===== src/rtl/iem_pkg.sv =====
// Constants, field layout and encodings for the input event action mapper.
// Assumes a 25 MHz system clock and a classic Wishbone register port.
package iem_pkg;
   // Timing
   localparam int unsigned CLK_HZ = 25_000_000;
   localparam int unsigned TICK_PERIOD_S = 1;
   localparam int unsigned SEC_CYCLES = CLK_HZ * TICK_PERIOD_S;
   localparam logic [5:0] MAX_MIN = 6'h3B;
   localparam logic [5:0] MAX_SEC = 6'h3B;
   localparam logic [6:0] MAX_PCT = 7'h64;
   localparam int unsigned TMR_W = 12;

   // Register byte offsets
   localparam logic [7:0] OFS_BTN_CFG = 8'h00;
   localparam logic [7:0] OFS_SEQ_CFG = 8'h04;
   localparam logic [7:0] OFS_OCC_CFG = 8'h08;
   localparam logic [7:0] OFS_VAC_DLY = 8'h0C;
   localparam logic [7:0] OFS_OCC_HLD = 8'h10;
   localparam logic [7:0] OFS_VAC_HLD = 8'h14;
   localparam logic [7:0] OFS_STATUS = 8'h18;
   localparam logic [7:0] OFS_SRC_SEL = 8'h1C;

   // Button configuration fields
   localparam int unsigned BTN_RLY_DBL = 0;
   localparam int unsigned BTN_SEQ_SHT = 2;
   localparam int unsigned BTN_SEQ_DBL = 4;
   localparam int unsigned BTN_CMB_SHT = 6;
   localparam int unsigned BTN_CMB_DBL = 7;
   localparam int unsigned BTN_DCL_SHT = 8;
   localparam int unsigned BTN_DCL_DBL = 10;
   // Sequence configuration fields
   localparam int unsigned SEQ_LOOPS = 0;
   localparam int unsigned SEQ_NONSTOP = 8;
   localparam int unsigned SEQ_FINISH = 9;
   // Occupancy configuration fields
   localparam int unsigned OCC_LMP_ACT = 0;
   localparam int unsigned VAC_LMP_ACT = 4;
   localparam int unsigned OCC_SCENE = 8;
   localparam int unsigned OCC_LEVEL = 16;
   localparam int unsigned OCC_RLY_ACT = 24;
   localparam int unsigned OCC_REVERT = 26;
   localparam int unsigned VAC_RLY_ACT = 28;
   localparam int unsigned VAC_REVERT = 30;
   // Minute/second timer fields
   localparam int unsigned TM_SEC = 0;
   localparam int unsigned TM_MIN = 8;

   // Reset values
   localparam logic [31:0] RST_ZERO = 32'h0000_0000;
   localparam logic [31:0] RST_SEQ_CFG = 32'h0000_0001;

   typedef enum logic [1:0] {RLY_NONE, RLY_ON, RLY_OFF, RLY_TOGGLE} iem_rly_act_t;
   typedef enum logic [1:0] {SQA_NONE, SQA_START, SQA_STOP, SQA_TOGGLE} iem_seq_act_t;
   typedef enum logic [1:0] {DCA_NONE, DCA_START, DCA_STOP, DCA_SPARE} iem_dcl_act_t;
   typedef enum logic [2:0] {LMA_NONE, LMA_OFF, LMA_LEVEL, LMA_LAST, LMA_SCENE} iem_lmp_act_t;
   typedef enum logic [1:0] {OP_OFF, OP_LEVEL, OP_LAST, OP_SCENE} iem_lamp_op_t;
endpackage


===== src/rtl/iem_mapper.sv =====
// Input event action mapper: turns classified button and presence events into
// relay, sequence, combination, daylight-cycle and lamp commands.
// Assumes events are same-clock single-cycle pulses and a Wishbone master.
//
// Overview of operation
// - Double push per setting: nothing, relay on, relay off, or relay toggle.
// - Short push per setting: ignore, start, stop, or toggle the sequence.
// - Double push per own setting: ignore, start, stop, or toggle the sequence.
// - Non-stop sequence repeats forever; else runs 1 to 255 loops then halts.
// - Immediate stop policy aborts the running sequence at once.
// - Finish-cycle policy lets the current loop end before halting.
// - Short and double push each either ignored or start combination output.
// - Short and double push each ignore, start or stop daylight-cycle lighting.
// - Occupancy off action switches lamps off; disabled action issues nothing.
// - Occupancy go-to-level commands configured brightness 0 to 100 percent.
// - Occupancy last-level action restores the lamps' previous brightness.
// - Occupancy scene action recalls configured scene 0 to 15.
// - Vacancy per setting: nothing, off, go to level, or last level.
// - Vacancy off happens only after configured delay up to 59:59.
// - Occupancy per setting leaves relay, switches it on, or off.
// - With revert, relay prior state returns after hold time up to 59:59.
// - Without revert, relay keeps the event-set state indefinitely.
// - Vacancy relay action with own setting, revert option and hold time.
//
// The register addresses and the Wishbone slave port were chosen for this implementation.
`timescale 1ns/10ps
module iem_mapper #(
   parameter int unsigned SEC_CYCLES = iem_pkg::SEC_CYCLES
) (
   // Clock and reset
   input wire logic clk_i,
   input wire logic rst_i,
   // Wishbone slave
   input wire logic wb_cyc_i,
   input wire logic wb_stb_i,
   input wire logic wb_we_i,
   input wire logic [7:0] wb_adr_i,
   input wire logic [3:0] wb_sel_i,
   input wire logic [31:0] wb_dat_i,
   output logic [31:0] wb_dat_o,
   output logic wb_ack_o,
   // Classified input events
   input wire logic short_push_i,
   input wire logic double_push_i,
   input wire logic occupied_i,
   input wire logic vacant_i,
   input wire logic [7:0] src_i,
   // Sequence engine
   input wire logic seq_loop_done_i,
   output logic seq_run_o,
   output logic seq_start_o,
   output logic seq_abort_o,
   // Relay, combination output, daylight-cycle lighting
   output logic relay_o,
   output logic comb_start_o,
   output logic daylight_cycle_lighting_run_o,
   output logic daylight_cycle_lighting_start_o,
   output logic daylight_cycle_lighting_stop_o,
   // Lamp command issuer
   output logic lamp_cmd_valid_o,
   output iem_pkg::iem_lamp_op_t lamp_op_o,
   output logic [7:0] lamp_arg_o
);
   import iem_pkg::*;

   localparam int unsigned PRE_W = (SEC_CYCLES > 1) ? $clog2(SEC_CYCLES) : 1;
   localparam logic [PRE_W-1:0] PRE_LAST = PRE_W'(SEC_CYCLES - 1);

   generate
      if (SEC_CYCLES < 1) begin : g_bad_tick
         $error("SEC_CYCLES must be at least 1");
      end
   endgenerate

   // Minutes and seconds field to whole seconds, fields clamped to 59
   function automatic logic [TMR_W-1:0] to_secs(input logic [31:0] r);
      logic [5:0] m;
      logic [5:0] s;
      m = (r[TM_MIN +: 6] > MAX_MIN) ? MAX_MIN : r[TM_MIN +: 6];
      s = (r[TM_SEC +: 6] > MAX_SEC) ? MAX_SEC : r[TM_SEC +: 6];
      to_secs = TMR_W'(m) * TMR_W'(60) + TMR_W'(s);
   endfunction

   // Byte-lane write merge
   function automatic logic [31:0] merge(input logic [31:0] old, input logic [31:0] nw,
                                         input logic [3:0] sel);
      logic [31:0] r;
      r = old;
      for (int i = 0; i < 4; i++) begin
         if (sel[i]) begin
            r[i*8 +: 8] = nw[i*8 +: 8];
         end
      end
      merge = r;
   endfunction

   logic [31:0] btn_cfg_r;
   logic [31:0] seq_cfg_r;
   logic [31:0] occ_cfg_r;
   logic [31:0] vac_dly_r;
   logic [31:0] occ_hld_r;
   logic [31:0] vac_hld_r;
   logic [31:0] src_sel_r;
   logic ack_r;
   logic [31:0] rdat_r;
   logic [31:0] status;
   logic [31:0] rd_mux;
   logic wr_en;

   logic relay_r;
   logic seq_run_r;
   logic stop_pend_r;
   logic [7:0] loop_cnt_r;
   logic seq_start_r;
   logic seq_abort_r;
   logic comb_r;
   logic dcl_run_r;
   logic dcl_start_r;
   logic dcl_stop_r;
   logic cmd_valid_r;
   iem_lamp_op_t cmd_op_r;
   logic [7:0] cmd_arg_r;
   logic [PRE_W-1:0] pre_r;
   logic tick;
   logic [TMR_W-1:0] dly_r;
   logic dly_act_r;
   logic [TMR_W-1:0] hld_r;
   logic hld_act_r;
   logic hld_prior_r;

   // Wishbone slave
   assign wr_en = wb_cyc_i & wb_stb_i & wb_we_i & ~ack_r;

   always_ff @(posedge clk_i) begin
      if (rst_i) begin
         ack_r <= 1'b0;
      end else begin
         ack_r <= wb_cyc_i & wb_stb_i & ~ack_r;
      end
   end

   always_ff @(posedge clk_i) begin
      if (rst_i) begin
         btn_cfg_r <= RST_ZERO;
         seq_cfg_r <= RST_SEQ_CFG;
         occ_cfg_r <= RST_ZERO;
         vac_dly_r <= RST_ZERO;
         occ_hld_r <= RST_ZERO;
         vac_hld_r <= RST_ZERO;
         src_sel_r <= RST_ZERO;
      end else if (wr_en) begin
         unique case ({wb_adr_i[7:2], 2'b00})
            OFS_BTN_CFG: btn_cfg_r <= merge(btn_cfg_r, wb_dat_i, wb_sel_i);
            OFS_SEQ_CFG: seq_cfg_r <= merge(seq_cfg_r, wb_dat_i, wb_sel_i);
            OFS_OCC_CFG: occ_cfg_r <= merge(occ_cfg_r, wb_dat_i, wb_sel_i);
            OFS_VAC_DLY: vac_dly_r <= merge(vac_dly_r, wb_dat_i, wb_sel_i);
            OFS_OCC_HLD: occ_hld_r <= merge(occ_hld_r, wb_dat_i, wb_sel_i);
            OFS_VAC_HLD: vac_hld_r <= merge(vac_hld_r, wb_dat_i, wb_sel_i);
            OFS_SRC_SEL: src_sel_r <= merge(src_sel_r, wb_dat_i, wb_sel_i);
            default: ;
         endcase
      end
   end

   always_comb begin
      status = RST_ZERO;
      status[0] = relay_r;
      status[1] = seq_run_r;
      status[2] = dcl_run_r;
      status[3] = stop_pend_r;
      status[15:8] = loop_cnt_r;
      status[16] = dly_act_r;
      status[17] = hld_act_r;
      unique case ({wb_adr_i[7:2], 2'b00})
         OFS_BTN_CFG: rd_mux = btn_cfg_r;
         OFS_SEQ_CFG: rd_mux = seq_cfg_r;
         OFS_OCC_CFG: rd_mux = occ_cfg_r;
         OFS_VAC_DLY: rd_mux = vac_dly_r;
         OFS_OCC_HLD: rd_mux = occ_hld_r;
         OFS_VAC_HLD: rd_mux = vac_hld_r;
         OFS_STATUS: rd_mux = status;
         OFS_SRC_SEL: rd_mux = src_sel_r;
         default: rd_mux = RST_ZERO;
      endcase
   end

   always_ff @(posedge clk_i) begin
      if (rst_i) begin
         rdat_r <= RST_ZERO;
      end else if (wb_cyc_i & wb_stb_i & ~ack_r) begin
         rdat_r <= rd_mux;
      end
   end

   assign wb_ack_o = ack_r;
   assign wb_dat_o = rdat_r;

   // Event decode
   logic hit;
   logic ev_sht;
   logic ev_dbl;
   logic ev_occ;
   logic ev_vac;
   iem_seq_act_t seq_act;
   iem_dcl_act_t dcl_sht;
   iem_dcl_act_t dcl_dbl;
   iem_rly_act_t rly_dbl;
   iem_rly_act_t rly_occ;
   iem_rly_act_t rly_vac;
   iem_lmp_act_t lmp_occ;
   iem_lmp_act_t lmp_vac;
   logic [6:0] level;

   assign hit = (src_i == src_sel_r[7:0]);
   assign ev_sht = short_push_i & hit;
   assign ev_dbl = double_push_i & hit;
   assign ev_occ = occupied_i & hit;
   assign ev_vac = vacant_i & hit;

   // Short push with a non-ignore setting takes precedence over double push in the same cycle
   always_comb begin
      if (ev_sht && btn_cfg_r[BTN_SEQ_SHT +: 2] != 2'h0) begin
         seq_act = iem_seq_act_t'(btn_cfg_r[BTN_SEQ_SHT +: 2]);
      end else if (ev_dbl) begin
         seq_act = iem_seq_act_t'(btn_cfg_r[BTN_SEQ_DBL +: 2]);
      end else begin
         seq_act = SQA_NONE;
      end
   end

   assign dcl_sht = ev_sht ? iem_dcl_act_t'(btn_cfg_r[BTN_DCL_SHT +: 2]) : DCA_NONE;
   assign dcl_dbl = ev_dbl ? iem_dcl_act_t'(btn_cfg_r[BTN_DCL_DBL +: 2]) : DCA_NONE;
   assign rly_dbl = ev_dbl ? iem_rly_act_t'(btn_cfg_r[BTN_RLY_DBL +: 2]) : RLY_NONE;
   assign rly_occ = ev_occ ? iem_rly_act_t'(occ_cfg_r[OCC_RLY_ACT +: 2]) : RLY_NONE;
   assign rly_vac = ev_vac ? iem_rly_act_t'(occ_cfg_r[VAC_RLY_ACT +: 2]) : RLY_NONE;
   assign lmp_occ = ev_occ ? iem_lmp_act_t'(occ_cfg_r[OCC_LMP_ACT +: 3]) : LMA_NONE;
   assign lmp_vac = ev_vac ? iem_lmp_act_t'(occ_cfg_r[VAC_LMP_ACT +: 3]) : LMA_NONE;
   assign level = (occ_cfg_r[OCC_LEVEL +: 7] > MAX_PCT) ? MAX_PCT : occ_cfg_r[OCC_LEVEL +: 7];

   // Sequence control
   logic seq_go;
   logic seq_halt;
   logic last_loop;

   always_comb begin
      seq_go = 1'b0;
      seq_halt = 1'b0;
      unique case (seq_act)
         SQA_START: seq_go = 1'b1;
         SQA_STOP: seq_halt = 1'b1;
         SQA_TOGGLE: begin
            seq_go = ~seq_run_r;
            seq_halt = seq_run_r;
         end
         default: ;
      endcase
   end

   // Loop count of zero behaves as one
   assign last_loop = ~seq_cfg_r[SEQ_NONSTOP] &
                      ((loop_cnt_r + 8'h01) >= seq_cfg_r[SEQ_LOOPS +: 8]);

   always_ff @(posedge clk_i) begin
      if (rst_i) begin
         seq_run_r <= 1'b0;
         stop_pend_r <= 1'b0;
         loop_cnt_r <= 8'h00;
         seq_start_r <= 1'b0;
         seq_abort_r <= 1'b0;
      end else begin
         seq_start_r <= seq_go;
         seq_abort_r <= 1'b0;
         if (seq_go) begin
            seq_run_r <= 1'b1;
            stop_pend_r <= 1'b0;
            loop_cnt_r <= 8'h00;
         end else if (seq_halt && seq_run_r && !seq_cfg_r[SEQ_FINISH]) begin
            seq_run_r <= 1'b0;
            stop_pend_r <= 1'b0;
            seq_abort_r <= 1'b1;
         end else begin
            if (seq_halt && seq_run_r) begin
               stop_pend_r <= 1'b1;
            end
            if (seq_loop_done_i && seq_run_r) begin
               loop_cnt_r <= loop_cnt_r + 8'h01;
               if (stop_pend_r || seq_halt || last_loop) begin
                  seq_run_r <= 1'b0;
                  stop_pend_r <= 1'b0;
               end
            end
         end
      end
   end

   assign seq_run_o = seq_run_r;
   assign seq_start_o = seq_start_r;
   assign seq_abort_o = seq_abort_r;

   // Combination and daylight-cycle lighting
   always_ff @(posedge clk_i) begin
      if (rst_i) begin
         comb_r <= 1'b0;
         dcl_run_r <= 1'b0;
         dcl_start_r <= 1'b0;
         dcl_stop_r <= 1'b0;
      end else begin
         comb_r <= (ev_sht & btn_cfg_r[BTN_CMB_SHT]) | (ev_dbl & btn_cfg_r[BTN_CMB_DBL]);
         dcl_start_r <= (dcl_sht == DCA_START) | (dcl_dbl == DCA_START);
         dcl_stop_r <= (dcl_sht == DCA_STOP) | (dcl_dbl == DCA_STOP);
         if (dcl_sht == DCA_START || dcl_dbl == DCA_START) begin
            dcl_run_r <= 1'b1;
         end else if (dcl_sht == DCA_STOP || dcl_dbl == DCA_STOP) begin
            dcl_run_r <= 1'b0;
         end
      end
   end

   assign comb_start_o = comb_r;
   assign daylight_cycle_lighting_run_o = dcl_run_r;
   assign daylight_cycle_lighting_start_o = dcl_start_r;
   assign daylight_cycle_lighting_stop_o = dcl_stop_r;

   // One-second tick
   always_ff @(posedge clk_i) begin
      if (rst_i) begin
         pre_r <= '0;
      end else if (pre_r == PRE_LAST) begin
         pre_r <= '0;
      end else begin
         pre_r <= pre_r + PRE_W'(1);
      end
   end

   assign tick = (pre_r == PRE_LAST);

   // Lamp commands and vacancy delay
   logic dly_load;
   logic dly_fire;

   assign dly_load = (lmp_vac == LMA_OFF) && (to_secs(vac_dly_r) != '0);
   assign dly_fire = dly_act_r && tick && (dly_r == TMR_W'(1));

   always_ff @(posedge clk_i) begin
      if (rst_i) begin
         dly_r <= '0;
         dly_act_r <= 1'b0;
      end else if (ev_occ) begin
         dly_act_r <= 1'b0;
      end else if (dly_load) begin
         dly_r <= to_secs(vac_dly_r);
         dly_act_r <= 1'b1;
      end else if (ev_vac) begin
         dly_act_r <= 1'b0;
      end else if (dly_act_r && tick) begin
         dly_r <= dly_r - TMR_W'(1);
         dly_act_r <= ~dly_fire;
      end
   end

   always_ff @(posedge clk_i) begin
      if (rst_i) begin
         cmd_valid_r <= 1'b0;
         cmd_op_r <= OP_OFF;
         cmd_arg_r <= 8'h00;
      end else begin
         cmd_valid_r <= 1'b0;
         if (ev_occ) begin
            unique case (lmp_occ)
               LMA_OFF: begin
                  cmd_valid_r <= 1'b1;
                  cmd_op_r <= OP_OFF;
               end
               LMA_LEVEL: begin
                  cmd_valid_r <= 1'b1;
                  cmd_op_r <= OP_LEVEL;
                  cmd_arg_r <= {1'b0, level};
               end
               LMA_LAST: begin
                  cmd_valid_r <= 1'b1;
                  cmd_op_r <= OP_LAST;
               end
               LMA_SCENE: begin
                  cmd_valid_r <= 1'b1;
                  cmd_op_r <= OP_SCENE;
                  cmd_arg_r <= {4'h0, occ_cfg_r[OCC_SCENE +: 4]};
               end
               default: ;
            endcase
         end else if (ev_vac) begin
            unique case (lmp_vac)
               LMA_OFF: begin
                  cmd_valid_r <= ~dly_load;
                  cmd_op_r <= OP_OFF;
               end
               LMA_LEVEL: begin
                  cmd_valid_r <= 1'b1;
                  cmd_op_r <= OP_LEVEL;
                  cmd_arg_r <= {1'b0, level};
               end
               LMA_LAST: begin
                  cmd_valid_r <= 1'b1;
                  cmd_op_r <= OP_LAST;
               end
               default: ;
            endcase
         end else if (dly_fire) begin
            cmd_valid_r <= 1'b1;
            cmd_op_r <= OP_OFF;
         end
      end
   end

   assign lamp_cmd_valid_o = cmd_valid_r;
   assign lamp_op_o = cmd_op_r;
   assign lamp_arg_o = cmd_arg_r;

   // Relay and hold timer
   logic sns_set;
   logic sns_val;
   logic sns_rev;
   logic [TMR_W-1:0] hld_val;
   logic hld_fire;

   always_comb begin
      sns_set = 1'b0;
      sns_val = 1'b0;
      sns_rev = 1'b0;
      hld_val = '0;
      if (rly_occ == RLY_ON || rly_occ == RLY_OFF) begin
         sns_set = 1'b1;
         sns_val = (rly_occ == RLY_ON);
         sns_rev = occ_cfg_r[OCC_REVERT];
         hld_val = to_secs(occ_hld_r);
      end else if (rly_vac == RLY_ON || rly_vac == RLY_OFF) begin
         sns_set = 1'b1;
         sns_val = (rly_vac == RLY_ON);
         sns_rev = occ_cfg_r[VAC_REVERT];
         hld_val = to_secs(vac_hld_r);
      end
   end

   assign hld_fire = hld_act_r && tick && (hld_r == TMR_W'(1));

   always_ff @(posedge clk_i) begin
      if (rst_i) begin
         relay_r <= 1'b0;
         hld_r <= '0;
         hld_act_r <= 1'b0;
         hld_prior_r <= 1'b0;
      end else if (rly_dbl != RLY_NONE) begin
         // Manual relay action cancels any pending restore
         hld_act_r <= 1'b0;
         unique case (rly_dbl)
            RLY_ON: relay_r <= 1'b1;
            RLY_OFF: relay_r <= 1'b0;
            RLY_TOGGLE: relay_r <= ~relay_r;
            default: ;
         endcase
      end else if (sns_set) begin
         relay_r <= sns_val;
         if (sns_rev && hld_val != '0) begin
            hld_r <= hld_val;
            hld_act_r <= 1'b1;
            if (!hld_act_r) begin
               hld_prior_r <= relay_r;
            end
         end else begin
            hld_act_r <= 1'b0;
            if (sns_rev && hld_act_r) begin
               relay_r <= hld_prior_r;
            end else if (sns_rev) begin
               relay_r <= relay_r;
            end
         end
      end else if (hld_act_r && tick) begin
         hld_r <= hld_r - TMR_W'(1);
         if (hld_fire) begin
            hld_act_r <= 1'b0;
            relay_r <= hld_prior_r;
         end
      end
   end

   assign relay_o = relay_r;
endmodule


===== config.mk =====
export PLATFORM = sky130hd
export DESIGN_NAME = iem_mapper
export DESIGN_NICKNAME = d
export VERILOG_FILES = /design/src/rtl/iem_pkg.sv /design/src/rtl/iem_mapper.sv
export SDC_FILE = /design/constraint.sdc
export NUM_CORES = 1
export LEC_CHECK = 0
export BUFFER_PORTS_ARGS = -buffer_cell sky130_fd_sc_hd__buf_2
export CAP_MARGIN = 15
export CORE_MARGIN = 3
export CORE_UTILIZATION = 60
export CTS_CLUSTER_SIZE = 8
export DETAILED_ROUTE_END_ITERATION = 8
export GPL_TIMING_DRIVEN = 0
export PLACE_DENSITY_LB_ADDON = 0.2
export SETUP_SLACK_MARGIN = 0.2
export SLEW_MARGIN = 30
export SYNTH_ARGS = -nofsm -noshare
export SYNTH_HDL_FRONTEND = slang
export SYNTH_SLANG_ARGS = --single-unit

===== constraint.sdc =====
create_clock -name clk_i -period 8.61 [get_ports clk_i]
set_input_delay 0.4305 -clock clk_i [delete_from_list [all_inputs] [get_ports clk_i]]
set_output_delay 0.4305 -clock clk_i [all_outputs]
set_load 0.005 [all_outputs]

==> impl_table.tex <==
\begin{tabular}{lr}
\hline
Metric & Value \\
\hline
\multicolumn{2}{l}{\textbf{Worst setup path}} \\
\quad Biggest cell delay along the critical path & around 0.70 ns \\
\quad Worst setup path startpoint & occ\_hld\_r[13] \\
\quad Max FO, Critical Path & 8 \\
\quad Family with the most delay on the worst path & compound AO/OA/AOI/OAI gates \\
\quad Slowest library cell on the worst path & sky130\_fd\_sc\_hd\_\_a2111oi\_0 \\
\quad Worst R2R Start & occ\_hld\_r[13] \\
\quad Ordered cell list for the critical path & ha\_1 > nand2\_1 > nand2\_1 > inv\_1 > fa\_1 > fa\_1 > inv\_1 > fa\_1 > inv\_1 > ha\_1 > o21ai\_0 > a2111oi\_0 > xor2\_1 > a2bb2oi\_1 > nand3\_2 > o41ai\_2 > a21oi\_2 > a32o\_1 \\
\quad Critical Path Start Type & register \\
\quad CP required & between 9 and 10 ns \\
\quad Worst path bufs/invs & 3 \\
\quad Crit. End Element & register \\
\quad Type of the setup path with the least slack & reg -> reg \\
\quad Arrival @ worst endpoint & slightly above 6 ns \\
\multicolumn{2}{l}{\textbf{Clock tree}} \\
\quad Max clock buf depth & 3 \\
\quad Number of H-tree levels & 2 \\
\quad Cell at the root of the clock tree & sky130\_fd\_sc\_hd\_\_clkbuf\_16 \\
\quad Number of CTS-inserted buffers & 48 \\
\quad Number of sinks on the clock net & around 340 \\
\quad Clock tree from TritonCTS & done \\
\quad Cts-stage hold buffer count & 0 \\
\quad Worst-path clk slew & around 0.050 ns \\
\quad Cts repair resizes & 0 \\
\quad Latest clock arrival within the worst-skew pair & 0.58 ns \\
\quad Setup fix buffers added after clock tree synthesis & 0 \\
\multicolumn{2}{l}{\textbf{Logic synthesis}} \\
\quad Proportion of synthesized chip area in sequential cells & 0.370 \\
\quad Most used standard cells in the synthesized netlist & sky130\_fd\_sc\_hd\_\_nand2\_1 (522), sky130\_fd\_sc\_hd\_\_dfxtp\_1 (336), sky130\_fd\_sc\_hd\_\_a21oi\_1 (308), sky130\_fd\_sc\_hd\_\_nor2\_1 (164), sky130\_fd\_sc\_hd\_\_inv\_1 (107) \\
\quad Post-synthesis share of cell area spent on full adders, half adders and majority gates & 0.0785 \\
\quad Synthesized-area fraction occupied by ao, oa, aoi and oai cells & 0.220 \\
\quad Number of different library cells in the post-synthesis netlist & $\sim$100 \\
\quad Post-Synthesis Cells & $\sim$2300 \\
\quad Cell type with the highest aggregate area in the netlist & sky130\_fd\_sc\_hd\_\_dfxtp\_1 \\
\quad Post-synthesis simple-gate area fraction & 0.230 \\
\quad Nets in the synthesized netlist & around 2500 \\
\quad Synth area leaders & sky130\_fd\_sc\_hd\_\_dfxtp\_1 (37\%), sky130\_fd\_sc\_hd\_\_nand2\_1 (11\%), sky130\_fd\_sc\_hd\_\_a21oi\_1 (8.5\%) \\
\quad Mapped cell area & $\sim$18000 sq um \\
\quad XOR/XNOR share of the synthesized area & 0.0369 \\
\quad Mux cell area share after synthesis & 0.0173 \\
\quad Number of flops mapped to enable cells by yosys & 0 \\
\quad Avg Synthesized Cell Area & between 7 and 8 sq um \\
\quad Synthesized flop and latch total & 336 \\
\quad Cell with the most instances after synthesis & sky130\_fd\_sc\_hd\_\_nand2\_1 \\
\quad Count of warnings emitted by yosys & 0 \\
\quad Dominant combinational cell family by area after synthesis & simple AND/OR/NAND/NOR gates \\
\quad Area fraction of the dominant cell type after synthesis & 0.370 \\
\quad Ys async rst share & 0 \\
\quad Dominant synthesized flop cell & sky130\_fd\_sc\_hd\_\_dfxtp\_1 \\
\multicolumn{2}{l}{\textbf{Min path}} \\
\quad Path type of the worst min-delay path & in -> reg \\
\quad Beginning of the worst hold path & wb\_dat\_i[14] \\
\multicolumn{2}{l}{\textbf{GRT}} \\
\quad Total global routing overflow & 0 \\
\quad GRT Resource Usage Total & 0.379 \\
\quad First-pass GRT wire length & about 100 mm \\
\quad Initial antenna violation count & 1 \\
\quad Via count of the first global-routing pass & $\sim$18000 \\
\quad Maximum number of pins on one net before global-route repair & 15 \\
\multicolumn{2}{l}{\textbf{Finish}} \\
\quad Layout cells sized above 1 & 0.0920 \\
\quad Layout overhead on the synthesized area & 12.8\% \\
\quad Fin nets & 2633 \\
\quad Filler cell count & 2488 \\
\quad Post-route insts no fill & 2869 \\
\multicolumn{2}{l}{\textbf{STA}} \\
\quad Fmax achieved & between 150 and 200 MHz \\
\quad Count of pins over their slew limit & 0 \\
\quad Hold Vio Cnt, Final & 0 \\
\quad Count of final setup violators & 0 \\
\quad Slew margin rel. & 0.243 \\
\quad Final period utilization & 0.658 \\
\quad RSZ-0062 raised after global routing & no \\
\quad Skew final & approximately 0.047 ns \\
\quad Total Neg Setup Slack & 0 ns \\
\quad Worst-Margin Slew & between 1 and 1.5 ns \\
\quad Final critical-path required period & 5.67 ns \\
\multicolumn{2}{l}{\textbf{Detailed routing}} \\
\quad Post-DR wirelength/cell & approximately 22 um \\
\quad 1st-pass router iterations & 9 \\
\quad DR iter-0 viols & roughly 2400 \\
\quad Final Routed Wirelength & roughly 64 mm \\
\quad Residual DRC count & 10 \\
\quad Vias/cell & 6.46 \\
\quad DR vias & 18500 \\
\quad Antenna viol nets, final & 0 \\
\multicolumn{2}{l}{\textbf{Pwr}} \\
\quad Power per Cell Area & 164 nW/um\^{}2 \\
\quad Static Leak & $\sim$7.6 nW \\
\quad Power Total & between 3 and 4 mW \\
\quad NetSw & $\sim$0.8 mW \\
\quad Internal power & 2.57 mW \\
\quad Sequential Power Share & 0.463 \\
\quad Comb pwr share & 0.038 \\
\quad Clock network fraction of total power & 0.499 \\
\quad Worst vdd rail ir drop & 0.159 mV \\
\quad Switching fraction of total power & 0.237 \\
\multicolumn{2}{l}{\textbf{Placed design}} \\
\quad GPL Wtd Cong & a little under 1 \\
\quad Hpwl dp & approximately 46 mm \\
\quad Count of port buffers added during placement & 108 \\
\quad Cells after DPL & roughly 2800 \\
\multicolumn{2}{l}{\textbf{Floorplan}} \\
\quad Horizontal die dimension & 180 um \\
\quad Total die area & around 32000 sq um \\
\quad Effective utilization at floorplan & 0.611 \\
\quad Die Y-Extent & 180 um \\
\quad I/O Pins & $\sim$110 \\
\quad Number of placement rows & 63 \\
\quad Area inside the core boundary & a little under 30000 sq um \\
\multicolumn{2}{l}{\textbf{Flow run}} \\
\quad Max-cap check violation count & 0 \\
\multicolumn{2}{l}{\textbf{Status}} \\
\quad Status & complete, but fails checks \\
\quad Violated checks & design-rule violations \\
\hline
\end{tabular}
## logic make-up after synthesis
group,after synthesis
AND/OR/NAND/NOR,940
AO/OA/AOI/OAI,614
flip-flops,336
buffers and inverters,224
adder cells (fa/ha/maj),98
XOR/XNOR,75
multiplexers,27
other,1
## metrics by stage
step	utilization	instance area [sq um]	hold slack, ns	setup WS (ns)
after floorplan	-	18200	0.426	3.89
final	0.688	20500	0.159	2.94
after detailed placement	0.645	19200	0.442	3.10
after CTS	0.688	20500	0.158	3.04
after global placement	0.645	19200	0.438	3.18
after global routing	0.688	20500	0.171	2.53
## worst min-delay path, delay by kind of cell
family,cells,cell delay (ns)
AOI/OAI and AO/OA,1,0.05
buffers and inverters,1,0.14
and+or+nand+nor,1,0.06
## state kept, by name, indices dropped and copies added (netlist names), 12 cells and up
signal	cells
btn_cfg_r	32
dly_r	12
hld_r	12
occ_cfg_r	32
occ_hld_r	32
pre_r	25
seq_cfg_r	32
src_sel_r	32
vac_dly_r	32
vac_hld_r	32
wb_dat_o	32
## placed cells by master (no fill, tap or decap), types with 13 or more instances in the layout
master / count
sky130_fd_sc_hd__o21ai_0: 42
sky130_fd_sc_hd__nor3_1: 19
sky130_fd_sc_hd__inv_1: 107
sky130_fd_sc_hd__buf_2: 116
sky130_fd_sc_hd__a22oi_1: 72
sky130_fd_sc_hd__mux2i_1: 18
sky130_fd_sc_hd__dfxtp_1: 336
sky130_fd_sc_hd__a21oi_1: 308
sky130_fd_sc_hd__a222oi_1: 13
sky130_fd_sc_hd__ha_1: 71
sky130_fd_sc_hd__nand2_1: 522
sky130_fd_sc_hd__a31oi_1: 20
sky130_fd_sc_hd__fa_1: 27
sky130_fd_sc_hd__nor2b_1: 22
sky130_fd_sc_hd__nand3_1: 77
sky130_fd_sc_hd__clkbuf_16: 48
sky130_fd_sc_hd__a41oi_1: 13
sky130_fd_sc_hd__and2_1: 13
sky130_fd_sc_hd__nor2_1: 163
sky130_fd_sc_hd__xor2_1: 35
sky130_fd_sc_hd__clkbuf_1: 105
sky130_fd_sc_hd__xnor2_1: 38
sky130_fd_sc_hd__nand2b_1: 22
sky130_fd_sc_hd__and3_1: 21
## path summary, 6_finish.rpt
kind | slack, ns | cells after the start | to
max | 2.94 | 18 | hld_r[8]
min | 0.16 | 3 | src_sel_r[14]
max reg2reg | 2.94 | 18 | hld_r[8]
min reg2reg | 0.45 | 2 | lamp_arg_o[2]
## routing by layer
metal | share of wire | global-route usage
met1 | 0.38 | 0.472
met2 | 0.44 | 0.607
met3 | 0.11 | 0.0822
met4 | 0.073 | 0.228
met5 | 0 | 0
## power groups by stage
| stage | combinational [mW] | sequential (mW) | clock (mW) |
|---|---|---|---|
| after floorplan | 0.0492 | 1.59 | 0 |
| after global placement | 0.119 | 1.59 | 0 |
| after detailed placement | 0.121 | 1.59 | 0 |
| after CTS | 0.121 | 1.56 | 1.68 |
| after global routing | 0.130 | 1.56 | 1.74 |
| final | 0.128 | 1.56 | 1.68 |
## cell type report
class,instances,area [sq um],share of cell area
diodes,1,2.50,0.000122
plain buffers,117,465,0.0227
clock buffers,50,1210,0.0589
clock inverters,5,68.8,0.00335
inverters,107,402,0.0196
multi-input cells,1755,10600,0.517
flip-flops and latches,336,6730,0.328
well taps,390,488,0.0238
repair buffers,108,541,0.0263
No activity file was read; power rests on OpenSTA's default activity.
